## config.mk

```make
export PLATFORM = sky130hd
export DESIGN_NAME = dual_timer_counter
export DESIGN_NICKNAME = d
export VERILOG_FILES = /design/src/include/tmr_pkg.sv /design/src/hdl/dual_timer_counter.sv /design/src/hdl/rate_gen.sv /design/src/hdl/event_edge.sv
export SDC_FILE = /design/constraint.sdc
export NUM_CORES = 1
export LEC_CHECK = 0
export ABC_CLOCK_PERIOD_IN_PS = 2029
export BUFFER_PORTS_ARGS = -buffer_cell sky130_fd_sc_hd__buf_2
export CAP_MARGIN = 15
export CORE_ASPECT_RATIO = 0.5
export CORE_MARGIN = 5
export CORE_UTILIZATION = 52
export DETAILED_ROUTE_END_ITERATION = 8
export GPL_TIMING_DRIVEN = 0
export PLACE_DENSITY = 0.76
export SYNTH_ARGS = -nofsm -noshare
export SYNTH_HDL_FRONTEND = slang
export SYNTH_HIERARCHICAL = 1
export SYNTH_SLANG_ARGS = --single-unit
```

## constraint.sdc

```tcl
create_clock -name clk_i -period 2.03 [get_ports clk_i]
set_input_delay 0.3045 -clock clk_i [delete_from_list [all_inputs] [get_ports clk_i]]
set_output_delay 0.3045 -clock clk_i [all_outputs]
set_load 0.02 [all_outputs]
```

## src/include/tmr_pkg.sv

```systemverilog
// Constants, types and the count step function shared by the dual timer/counter.
// What this block does
// - timer function counts once per twelve clocks
// - counter samples event pin each rate cycle
// - edge count lands one rate cycle later
// - mode zero is thirteen bits, flags wrap
// - count needs run bit and gate; split first high byte skips gate, second its run bit
// - mode one is full sixteen bits
// - mode two reloads low from high byte
// - second timer in mode three holds count
// - split mode: two bytes, high uses second's controls
// - mode register nibbles, codes 00 01 10 11
// - count select picks clock or event pin
// - flags set on overflow, vectoring or software clears
// - full rate bit selects clock or clock/12
// - four count bytes read/write, reset zero
// - second timer overflow drives baud tick
// - flag raises interrupt through enable bits
package tmr_pkg;

    localparam int          PRESCALE         = 12;
    localparam logic [7:0]  REG_RESET        = 8'h00;
    localparam logic [7:0]  IDX_CONTROL      = 8'h88;
    localparam logic [7:0]  IDX_MODE         = 8'h89;
    localparam logic [7:0]  IDX_FIRST_LOW    = 8'h8A;
    localparam logic [7:0]  IDX_SECOND_LOW   = 8'h8B;
    localparam logic [7:0]  IDX_FIRST_HIGH   = 8'h8C;
    localparam logic [7:0]  IDX_SECOND_HIGH  = 8'h8D;
    localparam logic [7:0]  IDX_AUX          = 8'h8E;
    localparam logic [7:0]  IDX_IRQ_ENABLE   = 8'h90;
    localparam logic [7:0]  IDX_VECTOR_ACK   = 8'h91;
    localparam logic [7:0]  IDX_EVENT_STATUS = 8'h92;
    localparam logic [7:0]  IDX_EVENT_MASK   = 8'h93;
    localparam int          CTRL_SECOND_FLAG = 7;
    localparam int          CTRL_SECOND_RUN  = 6;
    localparam int          CTRL_FIRST_FLAG  = 5;
    localparam int          CTRL_FIRST_RUN   = 4;
    localparam int          AUX_FIRST_FULL   = 7;
    localparam int          AUX_SECOND_FULL  = 6;
    localparam logic [7:0]  AUX_READ_MASK    = 8'hFC;
    localparam int          IEN_GLOBAL       = 7;
    localparam int          IEN_SECOND       = 3;
    localparam int          IEN_FIRST        = 1;
    localparam int          EV_FIRST         = 0;
    localparam int          EV_SECOND        = 1;

    typedef enum logic [1:0] {
        MODE_13BIT  = 2'b00,
        MODE_16BIT  = 2'b01,
        MODE_RELOAD = 2'b10,
        MODE_SPLIT  = 2'b11
    } timer_mode_t;

    typedef struct packed {
        logic        gate;
        logic        count_select;
        timer_mode_t mode;
    } timer_cfg_t;

    typedef struct packed {
        logic [7:0] low;
        logic [7:0] high;
        logic       ovf;
    } count_step_t;

    function automatic count_step_t count_step(input timer_mode_t mode, input logic [7:0] low,
                                               input logic [7:0] high);
        count_step_t s;
        logic [12:0] c13;
        logic [15:0] c16;
        s   = {low, high, 1'b0};
        c13 = {high, low[4:0]} + 13'h0001;
        c16 = {high, low} + 16'h0001;
        case (mode)
            MODE_13BIT:
            begin
                s.high = c13[12:5];
                s.low  = {low[7:5], c13[4:0]};
                s.ovf  = &{high, low[4:0]};
            end
            MODE_16BIT:
            begin
                s.high = c16[15:8];
                s.low  = c16[7:0];
                s.ovf  = &{high, low};
            end
            MODE_RELOAD:
            begin
                s.low  = (&low) ? high : low + 8'h01;
                s.ovf  = &low;
            end
            default:
            begin
                s.low  = low + 8'h01;
                s.ovf  = &low;
            end
        endcase
        return s;
    endfunction

endpackage

```

## src/hdl/dual_timer_counter.sv

```systemverilog
// Two timer/counters with four modes, behind a classic Wishbone register slave.
//
// Register access over Wishbone was chosen for this implementation.
`timescale 1ns/100ps
`default_nettype none
module dual_timer_counter #(
    parameter int ADDR_W = 10
) (
    input  wire logic              clk_i,
    input  wire logic              rst_i,
    input  wire logic              wb_cyc_i,
    input  wire logic              wb_stb_i,
    input  wire logic              wb_we_i,
    input  wire logic [ADDR_W-1:0] wb_adr_i,
    input  wire logic [3:0]        wb_sel_i,
    input  wire logic [31:0]       wb_dat_i,
    output logic      [31:0]       wb_dat_o,
    output logic                   wb_ack_o,
    input  wire logic              first_event_pin_i,
    input  wire logic              second_event_pin_i,
    input  wire logic              first_gate_pin_i,
    input  wire logic              second_gate_pin_i,
    input  wire logic [1:0]        vector_ack_i,
    output logic                   first_timer_irq_o,
    output logic                   second_timer_irq_o,
    output logic                   baud_tick_o,
    output logic                   irq_o
);
    import tmr_pkg::*;

    logic [7:0]  control_r;
    logic [7:0]  mode_r;
    logic [7:0]  first_low_r;
    logic [7:0]  first_high_r;
    logic [7:0]  second_low_r;
    logic [7:0]  second_high_r;
    logic [7:0]  aux_r;
    logic [7:0]  irq_enable_r;
    logic [1:0]  event_status_r;
    logic [1:0]  event_mask_r;

    logic [7:0]  first_low_nxt;
    logic [7:0]  first_high_nxt;
    logic [7:0]  second_low_nxt;
    logic [7:0]  second_high_nxt;
    logic        first_flag_nxt;
    logic        second_flag_nxt;
    logic [1:0]  event_status_nxt;

    logic [7:0]  reg_idx;
    logic        bus_req;
    logic        wr_en;
    logic [7:0]  wr_data;
    logic [7:0]  rd_data;

    timer_cfg_t  first_cfg;
    timer_cfg_t  second_cfg;
    logic        split;
    logic        prescale_tick;
    logic        first_rate;
    logic        second_rate;
    logic        first_edge;
    logic        second_edge;
    logic        first_inc;
    logic        first_high_inc;
    logic        second_inc;
    logic        second_enable;
    count_step_t first_step;
    count_step_t second_step;
    logic        first_ovf;
    logic        first_high_ovf;
    logic        second_ovf;
    logic        set_first_flag;
    logic        set_second_flag;

    // Register bus decode.

    assign reg_idx = wb_adr_i[9:2];
    assign bus_req = wb_cyc_i & wb_stb_i;
    // A write lands on the edge where the master sees the acknowledge, never earlier.
    assign wr_en   = bus_req & wb_we_i & wb_ack_o & wb_sel_i[0];
    assign wr_data = wb_dat_i[7:0];

    always_ff @(posedge clk_i)
    begin
        if (rst_i)
            wb_ack_o <= 1'b0;
        else
            wb_ack_o <= bus_req & ~wb_ack_o;
    end

    always_comb
    begin
        case (reg_idx)
            IDX_CONTROL:      rd_data = control_r;
            IDX_MODE:         rd_data = mode_r;
            IDX_FIRST_LOW:    rd_data = first_low_r;
            IDX_SECOND_LOW:   rd_data = second_low_r;
            IDX_FIRST_HIGH:   rd_data = first_high_r;
            IDX_SECOND_HIGH:  rd_data = second_high_r;
            IDX_AUX:          rd_data = aux_r & AUX_READ_MASK;
            IDX_IRQ_ENABLE:   rd_data = irq_enable_r;
            IDX_EVENT_STATUS: rd_data = {6'h00, event_status_r};
            IDX_EVENT_MASK:   rd_data = {6'h00, event_mask_r};
            default:          rd_data = 8'h00;
        endcase
    end

    always_ff @(posedge clk_i)
    begin
        if (rst_i)
            wb_dat_o <= 32'h0000_0000;
        else if (bus_req && !wb_ack_o)
            wb_dat_o <= {24'h00_0000, rd_data};
    end

    // Rate generation and event sampling.

    rate_gen #(
        .DIV (PRESCALE)
    ) u_rate (
        .clk_i  (clk_i),
        .rst_i  (rst_i),
        .tick_o (prescale_tick)
    );

    assign first_rate  = aux_r[AUX_FIRST_FULL]  | prescale_tick;
    assign second_rate = aux_r[AUX_SECOND_FULL] | prescale_tick;

    event_edge u_first_edge (
        .clk_i    (clk_i),
        .rst_i    (rst_i),
        .sample_i (first_rate),
        .pin_i    (first_event_pin_i),
        .count_o  (first_edge)
    );

    event_edge u_second_edge (
        .clk_i    (clk_i),
        .rst_i    (rst_i),
        .sample_i (second_rate),
        .pin_i    (second_event_pin_i),
        .count_o  (second_edge)
    );

    // Count enables and next values.

    assign first_cfg  = timer_cfg_t'(mode_r[3:0]);
    assign second_cfg = timer_cfg_t'(mode_r[7:4]);
    assign split      = (first_cfg.mode == MODE_SPLIT);

    assign first_inc = control_r[CTRL_FIRST_RUN]
                     & (~first_cfg.gate | first_gate_pin_i)
                     & (first_cfg.count_select ? first_edge : first_rate);

    // In split mode the upper byte of the first timer is a plain timer on the second run bit.
    assign first_high_inc = split & control_r[CTRL_SECOND_RUN] & first_rate;

    // While the first timer is split, the second one has lost its run bit and runs freely.
    assign second_enable = split | control_r[CTRL_SECOND_RUN];
    assign second_inc    = second_enable
                         & (~second_cfg.gate | second_gate_pin_i)
                         & (second_cfg.count_select ? second_edge : second_rate)
                         & (second_cfg.mode != MODE_SPLIT);

    assign first_step  = count_step(first_cfg.mode, first_low_r, first_high_r);
    assign second_step = count_step(second_cfg.mode, second_low_r, second_high_r);

    assign first_ovf      = first_inc & first_step.ovf;
    assign first_high_ovf = first_high_inc & (&first_high_r);
    assign second_ovf     = second_inc & second_step.ovf;
    assign set_first_flag  = first_ovf;
    assign set_second_flag = first_high_ovf | (second_ovf & ~split);

    always_comb
    begin
        first_low_nxt  = first_low_r;
        first_high_nxt = first_high_r;
        if (first_inc)
        begin
            first_low_nxt = first_step.low;
            if (!split)
                first_high_nxt = first_step.high;
        end
        if (first_high_inc)
            first_high_nxt = first_high_r + 8'h01;
    end

    always_comb
    begin
        second_low_nxt  = second_low_r;
        second_high_nxt = second_high_r;
        if (second_inc)
        begin
            second_low_nxt  = second_step.low;
            second_high_nxt = second_step.high;
        end
    end

    // Count bytes: a bus write in the same cycle overrides the increment.

    always_ff @(posedge clk_i)
    begin
        if (rst_i)
            first_low_r <= REG_RESET;
        else if (wr_en && reg_idx == IDX_FIRST_LOW)
            first_low_r <= wr_data;
        else
            first_low_r <= first_low_nxt;
    end

    always_ff @(posedge clk_i)
    begin
        if (rst_i)
            first_high_r <= REG_RESET;
        else if (wr_en && reg_idx == IDX_FIRST_HIGH)
            first_high_r <= wr_data;
        else
            first_high_r <= first_high_nxt;
    end

    always_ff @(posedge clk_i)
    begin
        if (rst_i)
            second_low_r <= REG_RESET;
        else if (wr_en && reg_idx == IDX_SECOND_LOW)
            second_low_r <= wr_data;
        else
            second_low_r <= second_low_nxt;
    end

    always_ff @(posedge clk_i)
    begin
        if (rst_i)
            second_high_r <= REG_RESET;
        else if (wr_en && reg_idx == IDX_SECOND_HIGH)
            second_high_r <= wr_data;
        else
            second_high_r <= second_high_nxt;
    end

    // Control byte: overflow flags give a hardware set priority over any clear in the same cycle.

    always_comb
    begin
        first_flag_nxt  = control_r[CTRL_FIRST_FLAG];
        second_flag_nxt = control_r[CTRL_SECOND_FLAG];
        if (wr_en && reg_idx == IDX_CONTROL)
        begin
            first_flag_nxt  = wr_data[CTRL_FIRST_FLAG];
            second_flag_nxt = wr_data[CTRL_SECOND_FLAG];
        end
        if (vector_ack_i[0])
            first_flag_nxt = 1'b0;
        if (vector_ack_i[1])
            second_flag_nxt = 1'b0;
        if (set_first_flag)
            first_flag_nxt = 1'b1;
        if (set_second_flag)
            second_flag_nxt = 1'b1;
    end

    always_ff @(posedge clk_i)
    begin
        if (rst_i)
            control_r <= REG_RESET;
        else
        begin
            if (wr_en && reg_idx == IDX_CONTROL)
            begin
                control_r[CTRL_SECOND_RUN] <= wr_data[CTRL_SECOND_RUN];
                control_r[CTRL_FIRST_RUN]  <= wr_data[CTRL_FIRST_RUN];
                control_r[3:0]             <= wr_data[3:0];
            end
            control_r[CTRL_FIRST_FLAG]  <= first_flag_nxt;
            control_r[CTRL_SECOND_FLAG] <= second_flag_nxt;
        end
    end

    // Plain configuration registers.

    always_ff @(posedge clk_i)
    begin
        if (rst_i)
            mode_r <= REG_RESET;
        else if (wr_en && reg_idx == IDX_MODE)
            mode_r <= wr_data;
    end

    always_ff @(posedge clk_i)
    begin
        if (rst_i)
            aux_r <= REG_RESET;
        else if (wr_en && reg_idx == IDX_AUX)
            aux_r <= wr_data & AUX_READ_MASK;
    end

    always_ff @(posedge clk_i)
    begin
        if (rst_i)
            irq_enable_r <= REG_RESET;
        else if (wr_en && reg_idx == IDX_IRQ_ENABLE)
            irq_enable_r <= wr_data;
    end

    always_ff @(posedge clk_i)
    begin
        if (rst_i)
            event_mask_r <= 2'b00;
        else if (wr_en && reg_idx == IDX_EVENT_MASK)
            event_mask_r <= wr_data[1:0];
    end

    // Sticky event status, cleared by writing ones; a new event wins over the clear.

    always_comb
    begin
        event_status_nxt = event_status_r;
        if (wr_en && reg_idx == IDX_EVENT_STATUS)
            event_status_nxt = event_status_r & ~wr_data[1:0];
        if (set_first_flag)
            event_status_nxt[EV_FIRST] = 1'b1;
        if (set_second_flag)
            event_status_nxt[EV_SECOND] = 1'b1;
    end

    always_ff @(posedge clk_i)
    begin
        if (rst_i)
            event_status_r <= 2'b00;
        else
            event_status_r <= event_status_nxt;
    end

    // Interrupt and baud outputs, all registered, so each lags its cause by one clock.

    always_ff @(posedge clk_i)
    begin
        if (rst_i)
        begin
            first_timer_irq_o  <= 1'b0;
            second_timer_irq_o <= 1'b0;
            baud_tick_o        <= 1'b0;
            irq_o              <= 1'b0;
        end
        else
        begin
            first_timer_irq_o  <= control_r[CTRL_FIRST_FLAG] & irq_enable_r[IEN_FIRST]
                                & irq_enable_r[IEN_GLOBAL];
            second_timer_irq_o <= control_r[CTRL_SECOND_FLAG] & irq_enable_r[IEN_SECOND]
                                & irq_enable_r[IEN_GLOBAL];
            baud_tick_o        <= second_ovf;
            irq_o              <= |(event_status_r & event_mask_r);
        end
    end

endmodule
`default_nettype wire

```

## src/hdl/rate_gen.sv

```systemverilog
// Free running prescaler that pulses once every DIV clocks.
`timescale 1ns/100ps
`default_nettype none
module rate_gen #(
    parameter int DIV = tmr_pkg::PRESCALE
) (
    input  wire logic clk_i,
    input  wire logic rst_i,
    output logic      tick_o
);
    import tmr_pkg::*;

    localparam int                 CW   = $clog2(DIV);
    localparam logic [CW-1:0]      LAST = CW'(DIV - 1);

    logic [CW-1:0] cnt_r;

    always_ff @(posedge clk_i)
    begin
        if (rst_i || cnt_r == LAST)
            cnt_r <= '0;
        else
            cnt_r <= cnt_r + CW'(1);
    end

    always_ff @(posedge clk_i)
    begin
        if (rst_i)
            tick_o <= 1'b0;
        else
            tick_o <= (cnt_r == LAST);
    end
endmodule
`default_nettype wire

```

## src/hdl/event_edge.sv

```systemverilog
// Samples an event pin on each rate tick and flags a seen high-to-low step.
`timescale 1ns/100ps
`default_nettype none
module event_edge (
    input  wire logic clk_i,
    input  wire logic rst_i,
    input  wire logic sample_i,
    input  wire logic pin_i,
    output logic      count_o
);
    import tmr_pkg::*;

    logic cur_r;
    logic prev_r;

    // Both samples are taken on rate ticks only, so a pulse shorter than one rate cycle can be missed.
    always_ff @(posedge clk_i)
    begin
        if (rst_i)
        begin
            cur_r  <= 1'b0;
            prev_r <= 1'b0;
        end
        else if (sample_i)
        begin
            cur_r  <= pin_i;
            prev_r <= cur_r;
        end
    end

    // The step is seen after a sample; the count follows on the next rate tick.
    assign count_o = sample_i & prev_r & ~cur_r;
endmodule
`default_nettype wire

```

Word-level counts from Yosys, hierarchy flattened
Cells that the tools add are included.

Mux-type cells: 30. Bitwise operators: 39. Add/subtract/negate cells: 8. Reduce and logical (&&, ||, !) cells: 37. Eq/ne operators: 20.

Operators by type and width (number): $mux W8 (12); $eq A8 B8 Y1 const B (10); $pmux W8 S10 (1); $pmux W8 S3 (2); $add A16 B1 Y16 const B (2); $pmux W8 S2 (2); $reduce_and A16 Y1 (2); $add A13 B1 Y13 const B (2); $reduce_and A13 Y1 (2); $add A8 B1 Y8 const B (3); $and A1 B1 Y1 (24); $reduce_and A8 Y1 (3); $reduce_bool A3 Y1 (4); $logic_and A1 B1 Y1 (11); $mux W1 (10); $reduce_bool A2 Y1 (5); $eq A2 B2 Y1 const B (3); $ne A2 B2 Y1 const B (3); $not A1 Y1 (6); $or A1 B1 Y1 (6); $reduce_and A2 Y1 (3); $add A4 B1 Y4 const B (1); $and A2 B2 Y2 (2); $eq A2 B1 Y1 const B (2); other kinds (11) (13).

Register bits: 88. Output and inout port bits: 37. Logic and storage cells: 161. Input port bits: 57.

Depth between registers and ports, before layout
Gate-level depths: netlist (run 1).

Depth after elaboration: 10. Gate-level depth with buffers: 8. Gate-level depth less buffers: 7.

Modules after synthesis
Netlist (run 1), hierarchy kept.

Modules (own cells, without submodules): dual_timer_counter (area each 5241.3 µm², instances 1, cells an instance 643, sequential area each 1581.5 µm²); rate_gen (area each 198.9 µm², instances 1, cells an instance 18, sequential area each 100.1 µm²); event_edge (area each 77.6 µm², instances 2, cells an instance 7, sequential area each 40.0 µm²).

Worst setup path after synthesis (run 1)
OpenSTA, ideal clock, no wires.

Kind: register to register. Start: register u_rate.tick_o. End: register second_low_r[5]. Library setup time: 0.091 ns. Clock period less this slack: 2.100 ns. Buffers on the path: 1. Data arrival time: 2.009 ns. Stages on the path, launching flop included: 9. Setup slack: -0.070 ns. Cell sequence: dfxtp_1 -> or2_2 -> and3b_2 -> nor2b_1 -> or4_4 -> buf_6 -> nor2_1 -> o221ai_1 -> a311oi_1.

Longest elaborated chain between the ends: 8.

RTL lines: start, declared (RTL line rate_gen.sv:9) `output logic tick_o`; start signal, assigned (RTL line rate_gen.sv:31) `tick_o <= (cnt_r == LAST);`; $or A1 B1 Y1 (RTL line dual_timer_counter.sv:128) `assign second_rate = aux_r[AUX_SECOND_FULL] | prescale_tick;`; named net second_rate (RTL line dual_timer_counter.sv:61) `logic second_rate;`; $and A1 B1 Y1 (2 in a row) (RTL line event_edge.sv:32) `assign count_o = sample_i & prev_r & ~cur_r;`; named net second_edge (RTL line dual_timer_counter.sv:63) `logic second_edge;`; $mux W1 (RTL line dual_timer_counter.sv:163) `& (second_cfg.count_select ? second_edge : second_rate)`; $and A1 B1 Y1 (RTL line dual_timer_counter.sv:163); $and A1 B1 Y1 (RTL line dual_timer_counter.sv:164) `& (second_cfg.mode != MODE_SPLIT);`; $reduce_bool A2 Y1 (no source line); $reduce_and A2 Y1 (no source line); end signal, assigned (RTL line dual_timer_counter.sv:227) `second_low_r <= wr_data;`; end signal, assigned (RTL line dual_timer_counter.sv:229) `second_low_r <= second_low_nxt;`; end, declared (RTL line dual_timer_counter.sv:35) `logic [7:0] second_low_r;`.

The timed path passes the listed nets, and every way through them passes these cells. A chain may end at the register's enable or synchronous reset.

Worst setup path after layout (run 1)
Start: register u_rate.tick_o. End: register second_high_r[4].

Longest elaborated chain between the ends: 8.

RTL lines: $or A1 B1 Y1 (RTL line dual_timer_counter.sv:128); named net second_rate (RTL line dual_timer_counter.sv:61); $and A1 B1 Y1 (2 in a row) (RTL line event_edge.sv:32); named net second_edge (RTL line dual_timer_counter.sv:63); $mux W1 (RTL line dual_timer_counter.sv:163); $and A1 B1 Y1 (RTL line dual_timer_counter.sv:163); $and A1 B1 Y1 (RTL line dual_timer_counter.sv:164); $reduce_bool A2 Y1 (no source line); $reduce_and A2 Y1 (no source line); end signal, assigned (RTL line dual_timer_counter.sv:237) `second_high_r <= wr_data;`; end signal, assigned (RTL line dual_timer_counter.sv:239) `second_high_r <= second_high_nxt;`; end, declared (RTL line dual_timer_counter.sv:36) `logic [7:0] second_high_r;`.

The timed path passes the listed nets, and every way through them passes these cells.

==> out/results.ini, run 1 <==
[logic_synthesis]
synth-edff-count = 0
seq_area_frac_synth_pct = 31.5
synth-compound-area-share_pct = 19.8
async_reset_ff_share_pct = 0
ys_seq_elements = 88
synth_mux_area_share_pct = 10.8
avgSynthCellArea_um2 = 8.29
ys_warn_count = 6
yosysUniqueCellTypes = 82
synth.cell_area_um2 = 5600
yosys_most_used_dff = dfxtp_1
synth_fa_ha_area_share_pct = 0.894
synth_top_family_by_area = simple AND/OR/NAND/NOR gates
synth-simple-area-share_pct = 28.0
synth_xor_area_share_pct = 1.57
syn_inst = 675

[cts]
cts_tree = built
clock_sinks = 88
clk_pin_slew_worst_paths_ns = 0.06
clock_path_buffers = 2
cts-htree-levels = 3
numCtsBuffers = 9
clock-root-buffer = clkbuf_16
clk-insertion-delay-late_ns = 0.34

[setup_path]
crit_start = u_rate/tick_o
worstSetupPathType = reg2reg
cp_max_fo = 5
crit_end = second_high_r[4]
worst_setup_path_start_kind = register
crit_cells = 8
rr_startpoint = u_rate/tick_o
reg2reg_to = second_high_r[4]
path_buf_inv = 1
endpoint_kind = register
arrival_ns = 2.37
critPathTopFamily = simple AND/OR/NAND/NOR gates
cp_slowest_cell = or4_4
cp_data_required_time_ns = 2.28
max_stage_delay_ns = 0.53
worst-r2r-setup-slack_ns = -0.08
r2r_cells = 8
worstPathCellList = or2_4 > and3b_2 > nor2b_2 > or4_4 > buf_12 > a2111oi_4 > xnor2_1 > a211oi_1

[drt]
avgRoutedWirePerCell_um = 20.8
wl_um = 18900
num_vias = 5798
vias_per_cell = 6.36
drc = 0
drt_iter0_markers = 841
dr.pass1.iters = 6
ant_nets = 0

[finish]
fillers = 852
stdcell_count = 912
syn_to_final_growth_pct = 22.4
diodes = 0
stdcell_area_um2 = 6850
nNetsFinal = 830
drive_gt1_share_pct = 24.9

[floorplan]
std_cell_rows = 26
die_area_um2 = 13100
ios = 94
core-area_um2 = 10300
start_util_pct = 54.1
die_x_um = 157
die_h_um = 83.4

[global_route]
antenna_found_initial = 0
grt_max_degree = 14
globalRouteOverflowTotal = 0
grt_pass1_vias = 5272
grt_pass1_wl_um = 29600
grt_use_total_pct = 28.4

[timing]
period_share_pct = 104
hold_violations = 0
setup_ws_ns = -0.0829
slew_violations = 0
finClkSkew_ns = 0.00596
rsz0062_at_grt = true
worst_slew_pin_slew_ns = 0.706
fmaxAchievable_mhz = 473
relSlewSlack_pct = 52.9
finalSetupViolCount = 8
min_period_ns = 2.11

[placed_design]
dp.cells = 874
dp_hpwl_um = 13500
place_area_um2 = 6050
preCtsSetupSlack_ns = -0.396
gp_congestion = 0.976
numPortBuffers = 36

[status]
status = finished with violations
violations = setup timing

[flow_run]
maxCapViolCount = 0

[worst_hold_path]
min_from = second_event_pin_i
hold_class = in2reg

[pwr]
power_density_nw_per_um2 = 524
peakVddDrop_mv = 0.333
p_total_mw = 3.59
p_leak_nw = 2.59

## repair_timing
item,in CTS,in global routing
pin swaps,19,29
cloned,1,0
hold buffers,0,0
buffers inserted,15,9
setup endpoints to repair,53,50
gates resized for setup,36,52
## through the flow
step           TNS [ns]  util (%)  hold WS (ns)
6_report         -0.287      66.2         0.205
5_1_grt           -1.46      66.2         0.218
4_1_cts          -0.302      64.0         0.211
3_5_place_dp     -17.89      58.5         0.441
3_3_place_gp     -16.43      58.5         0.434
2_1_floorplan         0         -         0.369
## cell usage after synthesis, types with 6 or more instances
master,n,area (µm²)
and4_1,7,61.3
xnor2_1,10,87.6
a21oi_1,34,170
a22oi_1,6,45.0
a211oi_1,15,113
o21ai_0,26,130
and3_1,14,87.6
or2_2,6,37.5
nor2b_1,14,87.6
a221oi_1,6,52.6
nor4_1,7,43.8
inv_1,15,56.3
mux2i_1,44,440
nand4_1,14,87.6
dfxtp_1,88,1760
nand2_1,47,176
mux2_2,8,90.1
nand3_1,31,155
nor3_1,19,95.1
nor2_1,81,304
buf_2,6,30.0
buf_4,24,180
clkbuf_1,26,97.6
## worst register-to-register path: stages, from the launching register on
cell and delay [ns]:
dfxtp_4 0.37, or2_4 0.11, and3b_2 0.18, nor2b_2 0.04
or4_4 0.53, buf_12 0.19, a2111oi_4 0.27, xnor2_1 0.11
a211oi_1 0.23
## power breakdown
| part | internal, mW | switching [mW] | total (mW) |
|---|---|---|---|
| Combinational | 0.110 | 0.228 | 0.338 |
| Clock | 0.812 | 0.674 | 1.49 |
| Sequential | 1.74 | 0.0286 | 1.77 |
| Total | 2.66 | 0.930 | 3.59 |
## metal layers
metal  vias to the layer above  track usage (%)  part of all wire [%]
met4                         0             9.06                   2.8
met1                      2662             41.8                    43
met3                        62             8.52                    14
li1                       2675                -                     -
met5                         -                0                     0
met2                       399             39.2                    41
## worst min-delay path by stage
stage	to	slack, ns	cells after the start
finish	u_second_edge/cur_r	0.21	3
global route	control_r[7]	0.22	3
CTS	u_second_edge/cur_r	0.21	3
detailed placement	wb_dat_o[6]	0.44	2
global placement	wb_dat_o[1]	0.43	2
floorplan	u_rate/tick_o	0.37	1
## kinds of logic (layout without fill, tap and decap cells)
group                      count (synthesis)  count (layout)
xor gates and xnor gates                  10              10
buffers and inverters                     79             153
other                                      1              24
muxes                                     55              55
adders and majority gates                  4               4
AOI/OAI and AO/OA                        153             153
DFF                                       88              88
and+or+nand+nor                          285             285
## sequential cells by signal, summed over array words and instances, names as in the netlist, 4 cells and up
signal and count:
first_low_r 8, aux_r 6, irq_enable_r 8, second_low_r 8
second_high_r 8, first_high_r 8, mode_r 8, wb_dat_o 8
control_r 8, u_rate/cnt_r 4
## layout by cell type, fill, tap and decap left out, drive strengths merged, types with 8 or more instances in the layout
cell    count
nor2b      14
mux2i      44
dfxtp      88
clkbuf     39
nor3       19
xnor2      10
and4        8
nand4      14
mux2        8
nand3      33
nor4       14
a211oi     15
buf        95
and3       14
o21ai      26
nand2      48
conb       24
inv        15
a21oi      34
nor2       81
## layout make-up
| type | count | area, µm² | area share, % |
|---|---|---|---|
| Sequential cell | 88 | 1780 | 26.0 |
| Clock buffer | 10 | 229 | 3.34 |
| Tap cell | 140 | 175 | 2.56 |
| Clock inverter | 4 | 23.8 | 0.347 |
| Inverter | 15 | 56.3 | 0.822 |
| Timing Repair Buffer | 61 | 412 | 6.01 |
| Multi-Input combinational cell | 531 | 3790 | 55.3 |
| Buffer | 63 | 383 | 5.59 |
No activity file was read; power rests on OpenSTA's default activity.
==> run 2: changes to the inputs <==
ABC_CLOCK_PERIOD_IN_PS = 1900   (was 2029)
PLACE_DENSITY = 0.78   (was 0.76)
clock period = 1.9 ns   (was 2.03 ns; I/O delays follow)
==> run 2 against run 1 <==
Effect of this change: the flow still finishes with violations (setup timing); setup slack worse by 0.16 ns; worst hold slack worse by 0.0069 ns; combinational power increased by 9.2%; clock skew shrank 0.0012 ns; sequential share of layout area shrank 1.1 points; power rose by 14%; clock power grew 22%; first-iteration DRC count is 18% higher; register-to-register slack lost 0.16 ns; final cell count rose by 1.3%; sequential cell count unchanged; sequential power is 7% higher; critical endpoint is now first_high_r[0].
==> out/results.ini, run 2 (same netlist as run 1, synthesis figures left out) <==
[status]
status = finished with violations
violations = setup timing

[floorplan]
std_cell_rows = 26  ; unchanged
core-area_um2 = 10300  ; unchanged
start_util_pct = 54.1  ; unchanged
die_area_um2 = 13100  ; unchanged
die_h_um = 83.4  ; unchanged
die_x_um = 157  ; unchanged
ios = 94  ; unchanged

[drt]
vias_per_cell = 6.60  ; +3.7%
wl_um = 20200  ; +6.9%
drt_iter0_markers = 996  ; +18%
num_vias = 6094  ; +5.1%
drc = 0  ; unchanged
avgRoutedWirePerCell_um = 21.9  ; +5.5%
dr.pass1.iters = 8  ; +2
ant_nets = 0  ; unchanged

[global_route]
antenna_found_initial = 2  ; +2
grt_pass1_wl_um = 31000  ; +5.0%
grt_pass1_vias = 5625  ; +6.7%
grt_max_degree = 15  ; +1
globalRouteOverflowTotal = 0  ; unchanged
grt_use_total_pct = 29.8  ; +1.4 points

[finish]
seqCellArea_um2 = 1790  ; +0.28%
drive_gt1_share_pct = 29.1  ; +4.2 points
layout_common_cells = nor2_1 (78), dfxtp_1 (77), buf_4 (47), nand2_1 (46), mux2i_1 (44)
fillers = 820  ; -3.8%
diodes = 0  ; unchanged
multi_input_area_um2 = 3930  ; +3.8%
post-route-util_pct = 69.5  ; +3.3 points
syn_to_final_growth_pct = 28.4
layout_commonest_cell = nor2_1
stdcell_count = 924  ; +1.3%
nNetsFinal = 840  ; +1.2%
stdcell_area_um2 = 7190  ; +4.9%

[placed_design]
place_area_um2 = 6070  ; +0.35%
numPortBuffers = 36  ; unchanged
preCtsSetupSlack_ns = -0.513  ; -0.117 ns
dp.cells = 874  ; unchanged
dp_hpwl_um = 13600  ; +0.85%
gp_congestion = 1.02  ; +4.5%

[cts]
clk-insertion-delay-late_ns = 0.34  ; about the same
clock_sinks = 88  ; unchanged
cts_tree = built
clock_path_buffers = 2  ; unchanged
hold_buffers = 0  ; unchanged
clk_pin_slew_worst_paths_ns = 0.06  ; about the same
cts-htree-levels = 3  ; unchanged
clock-root-buffer = clkbuf_16
numCtsBuffers = 9  ; unchanged

[setup_path]
endpoint_kind = register
worst_setup_path_start_kind = register
worstSetupPathType = reg2reg
cp_max_fo = 7  ; +2
arrival_ns = 2.37  ; about the same
cp_data_required_time_ns = 2.12  ; -0.16 ns

[timing]
worst_slew_pin_slew_ns = 0.746  ; +0.0395 ns
slew_violations = 0  ; unchanged
hold_violations = 0  ; unchanged
relSlewSlack_pct = 50.3  ; -2.6 points
finalSetupViolCount = 33  ; +25
setup_ws_ns = -0.243  ; -0.160 ns
rsz0062_at_grt = true
min_period_ns = 2.14  ; +0.0303 ns
finClkSkew_ns = 0.00480  ; -0.00116 ns
fmaxAchievable_mhz = 467  ; -1.4%
period_share_pct = 113  ; +8.7 points

[worst_hold_path]
hold_class = in2reg

[pwr]
power.share.clock_pct = 44.7  ; +3.3 points
p_int_mw = 3.03  ; +14%
power_density_nw_per_um2 = 567  ; +8.3%
sw_frac_of_total_pct = 25.7  ; -0.20 points
p_total_mw = 4.08  ; +14%
p_leak_nw = 2.74  ; +6.0%
power_frac_seq_pct = 46.3  ; -2.9 points
peakVddDrop_mv = 0.404  ; +21%
p_sw_mw = 1.05  ; +13%
combPwrFrac_pct = 9.0  ; -0.4 points

[flow_run]
maxCapViolCount = 0  ; unchanged

-- run 2: changes by cell type in the layout (fill, tap and decap cells not counted), moves of 3 or more --
cell / previous run / this run
a21oi_2: 0 / 3
buf_4: 44 / 47
clkbuf_2: 12 / 17
buf_6: 4 / 10
a21oi_1: 33 / 30
clkbuf_1: 18 / 14
-- run 2: critical path, cell delays in order, from the launching register on --
cell and delay (ns):
dfxtp_4 0.37, or2_4 0.14, and3b_2 0.22, nor2b_2 0.05, or4_4 0.55, clkbuf_16 0.19, a211o_1 0.29, nand4_1 0.13
nand3_1 0.08
-- run 2: power by group through the flow --
stage	clock [mW]	combinational, mW	sequential (mW)
floorplan	0	0.227	1.92
global placement	0	0.335	1.93
detailed placement	0	0.338	1.93
CTS	1.82	0.343	1.88
global route	1.92	0.389	1.88
finish	1.82	0.369	1.89
-- run 2: cell type report --
cell class | instances | area share, %
Clock buffer | 11 | 3.38
Sequential cell | 88 | 24.8
Clock inverter | 5 | 0.783
Inverter | 15 | 0.783
Tap cell | 140 | 2.44
Timing Repair Buffer | 72 | 7.54
Buffer | 62 | 5.50
Multi-Input combinational cell | 531 | 54.7
-- run 2: path summary, 6_finish.rpt --
path                      start             endpoint  slack [ns]  depth (start not counted)
max reg2reg            aux_r[7]      first_high_r[0]       -0.24                          8
max                    aux_r[7]      first_high_r[0]       -0.24                          8
min          second_event_pin_i  u_second_edge/cur_r        0.20                          3
min reg2reg         wb_dat_o[4]          wb_dat_o[4]        0.44                          2
-- run 2: timing repair --
action	CTS	global route
gates resized for setup	78	43
pin swaps	42	26
setup endpoints to repair	59	70
setup buffers	25	12
gates cloned	1	0
-- run 2: routing by layer --
| metal | up-vias | track usage (%) | wire, µm | part of all wire, % |
|---|---|---|---|---|
| met2 | 496 | 42.6 | 8330 | 41 |
| met1 | 2807 | 41.6 | 8130 | 40 |
| met4 | 4 | 12.3 | 798 | 3.9 |
| met5 | - | 0 | 25 | 0.12 |
| li1 | 2695 | - | - | - |
| met3 | 92 | 8.88 | 2950 | 15 |
-- run 2: metrics by stage --
| stage | TNS (ns) | hold slack [ns] |
|---|---|---|
| 5_1_grt | -5.91 | 0.205 |
| 3_3_place_gp | -23.01 | 0.435 |
| 2_1_floorplan | -0.113 | 0.349 |
| 3_5_place_dp | -23.83 | 0.438 |
| 6_report | -3.91 | 0.199 |
| 4_1_cts | -2.61 | 0.192 |
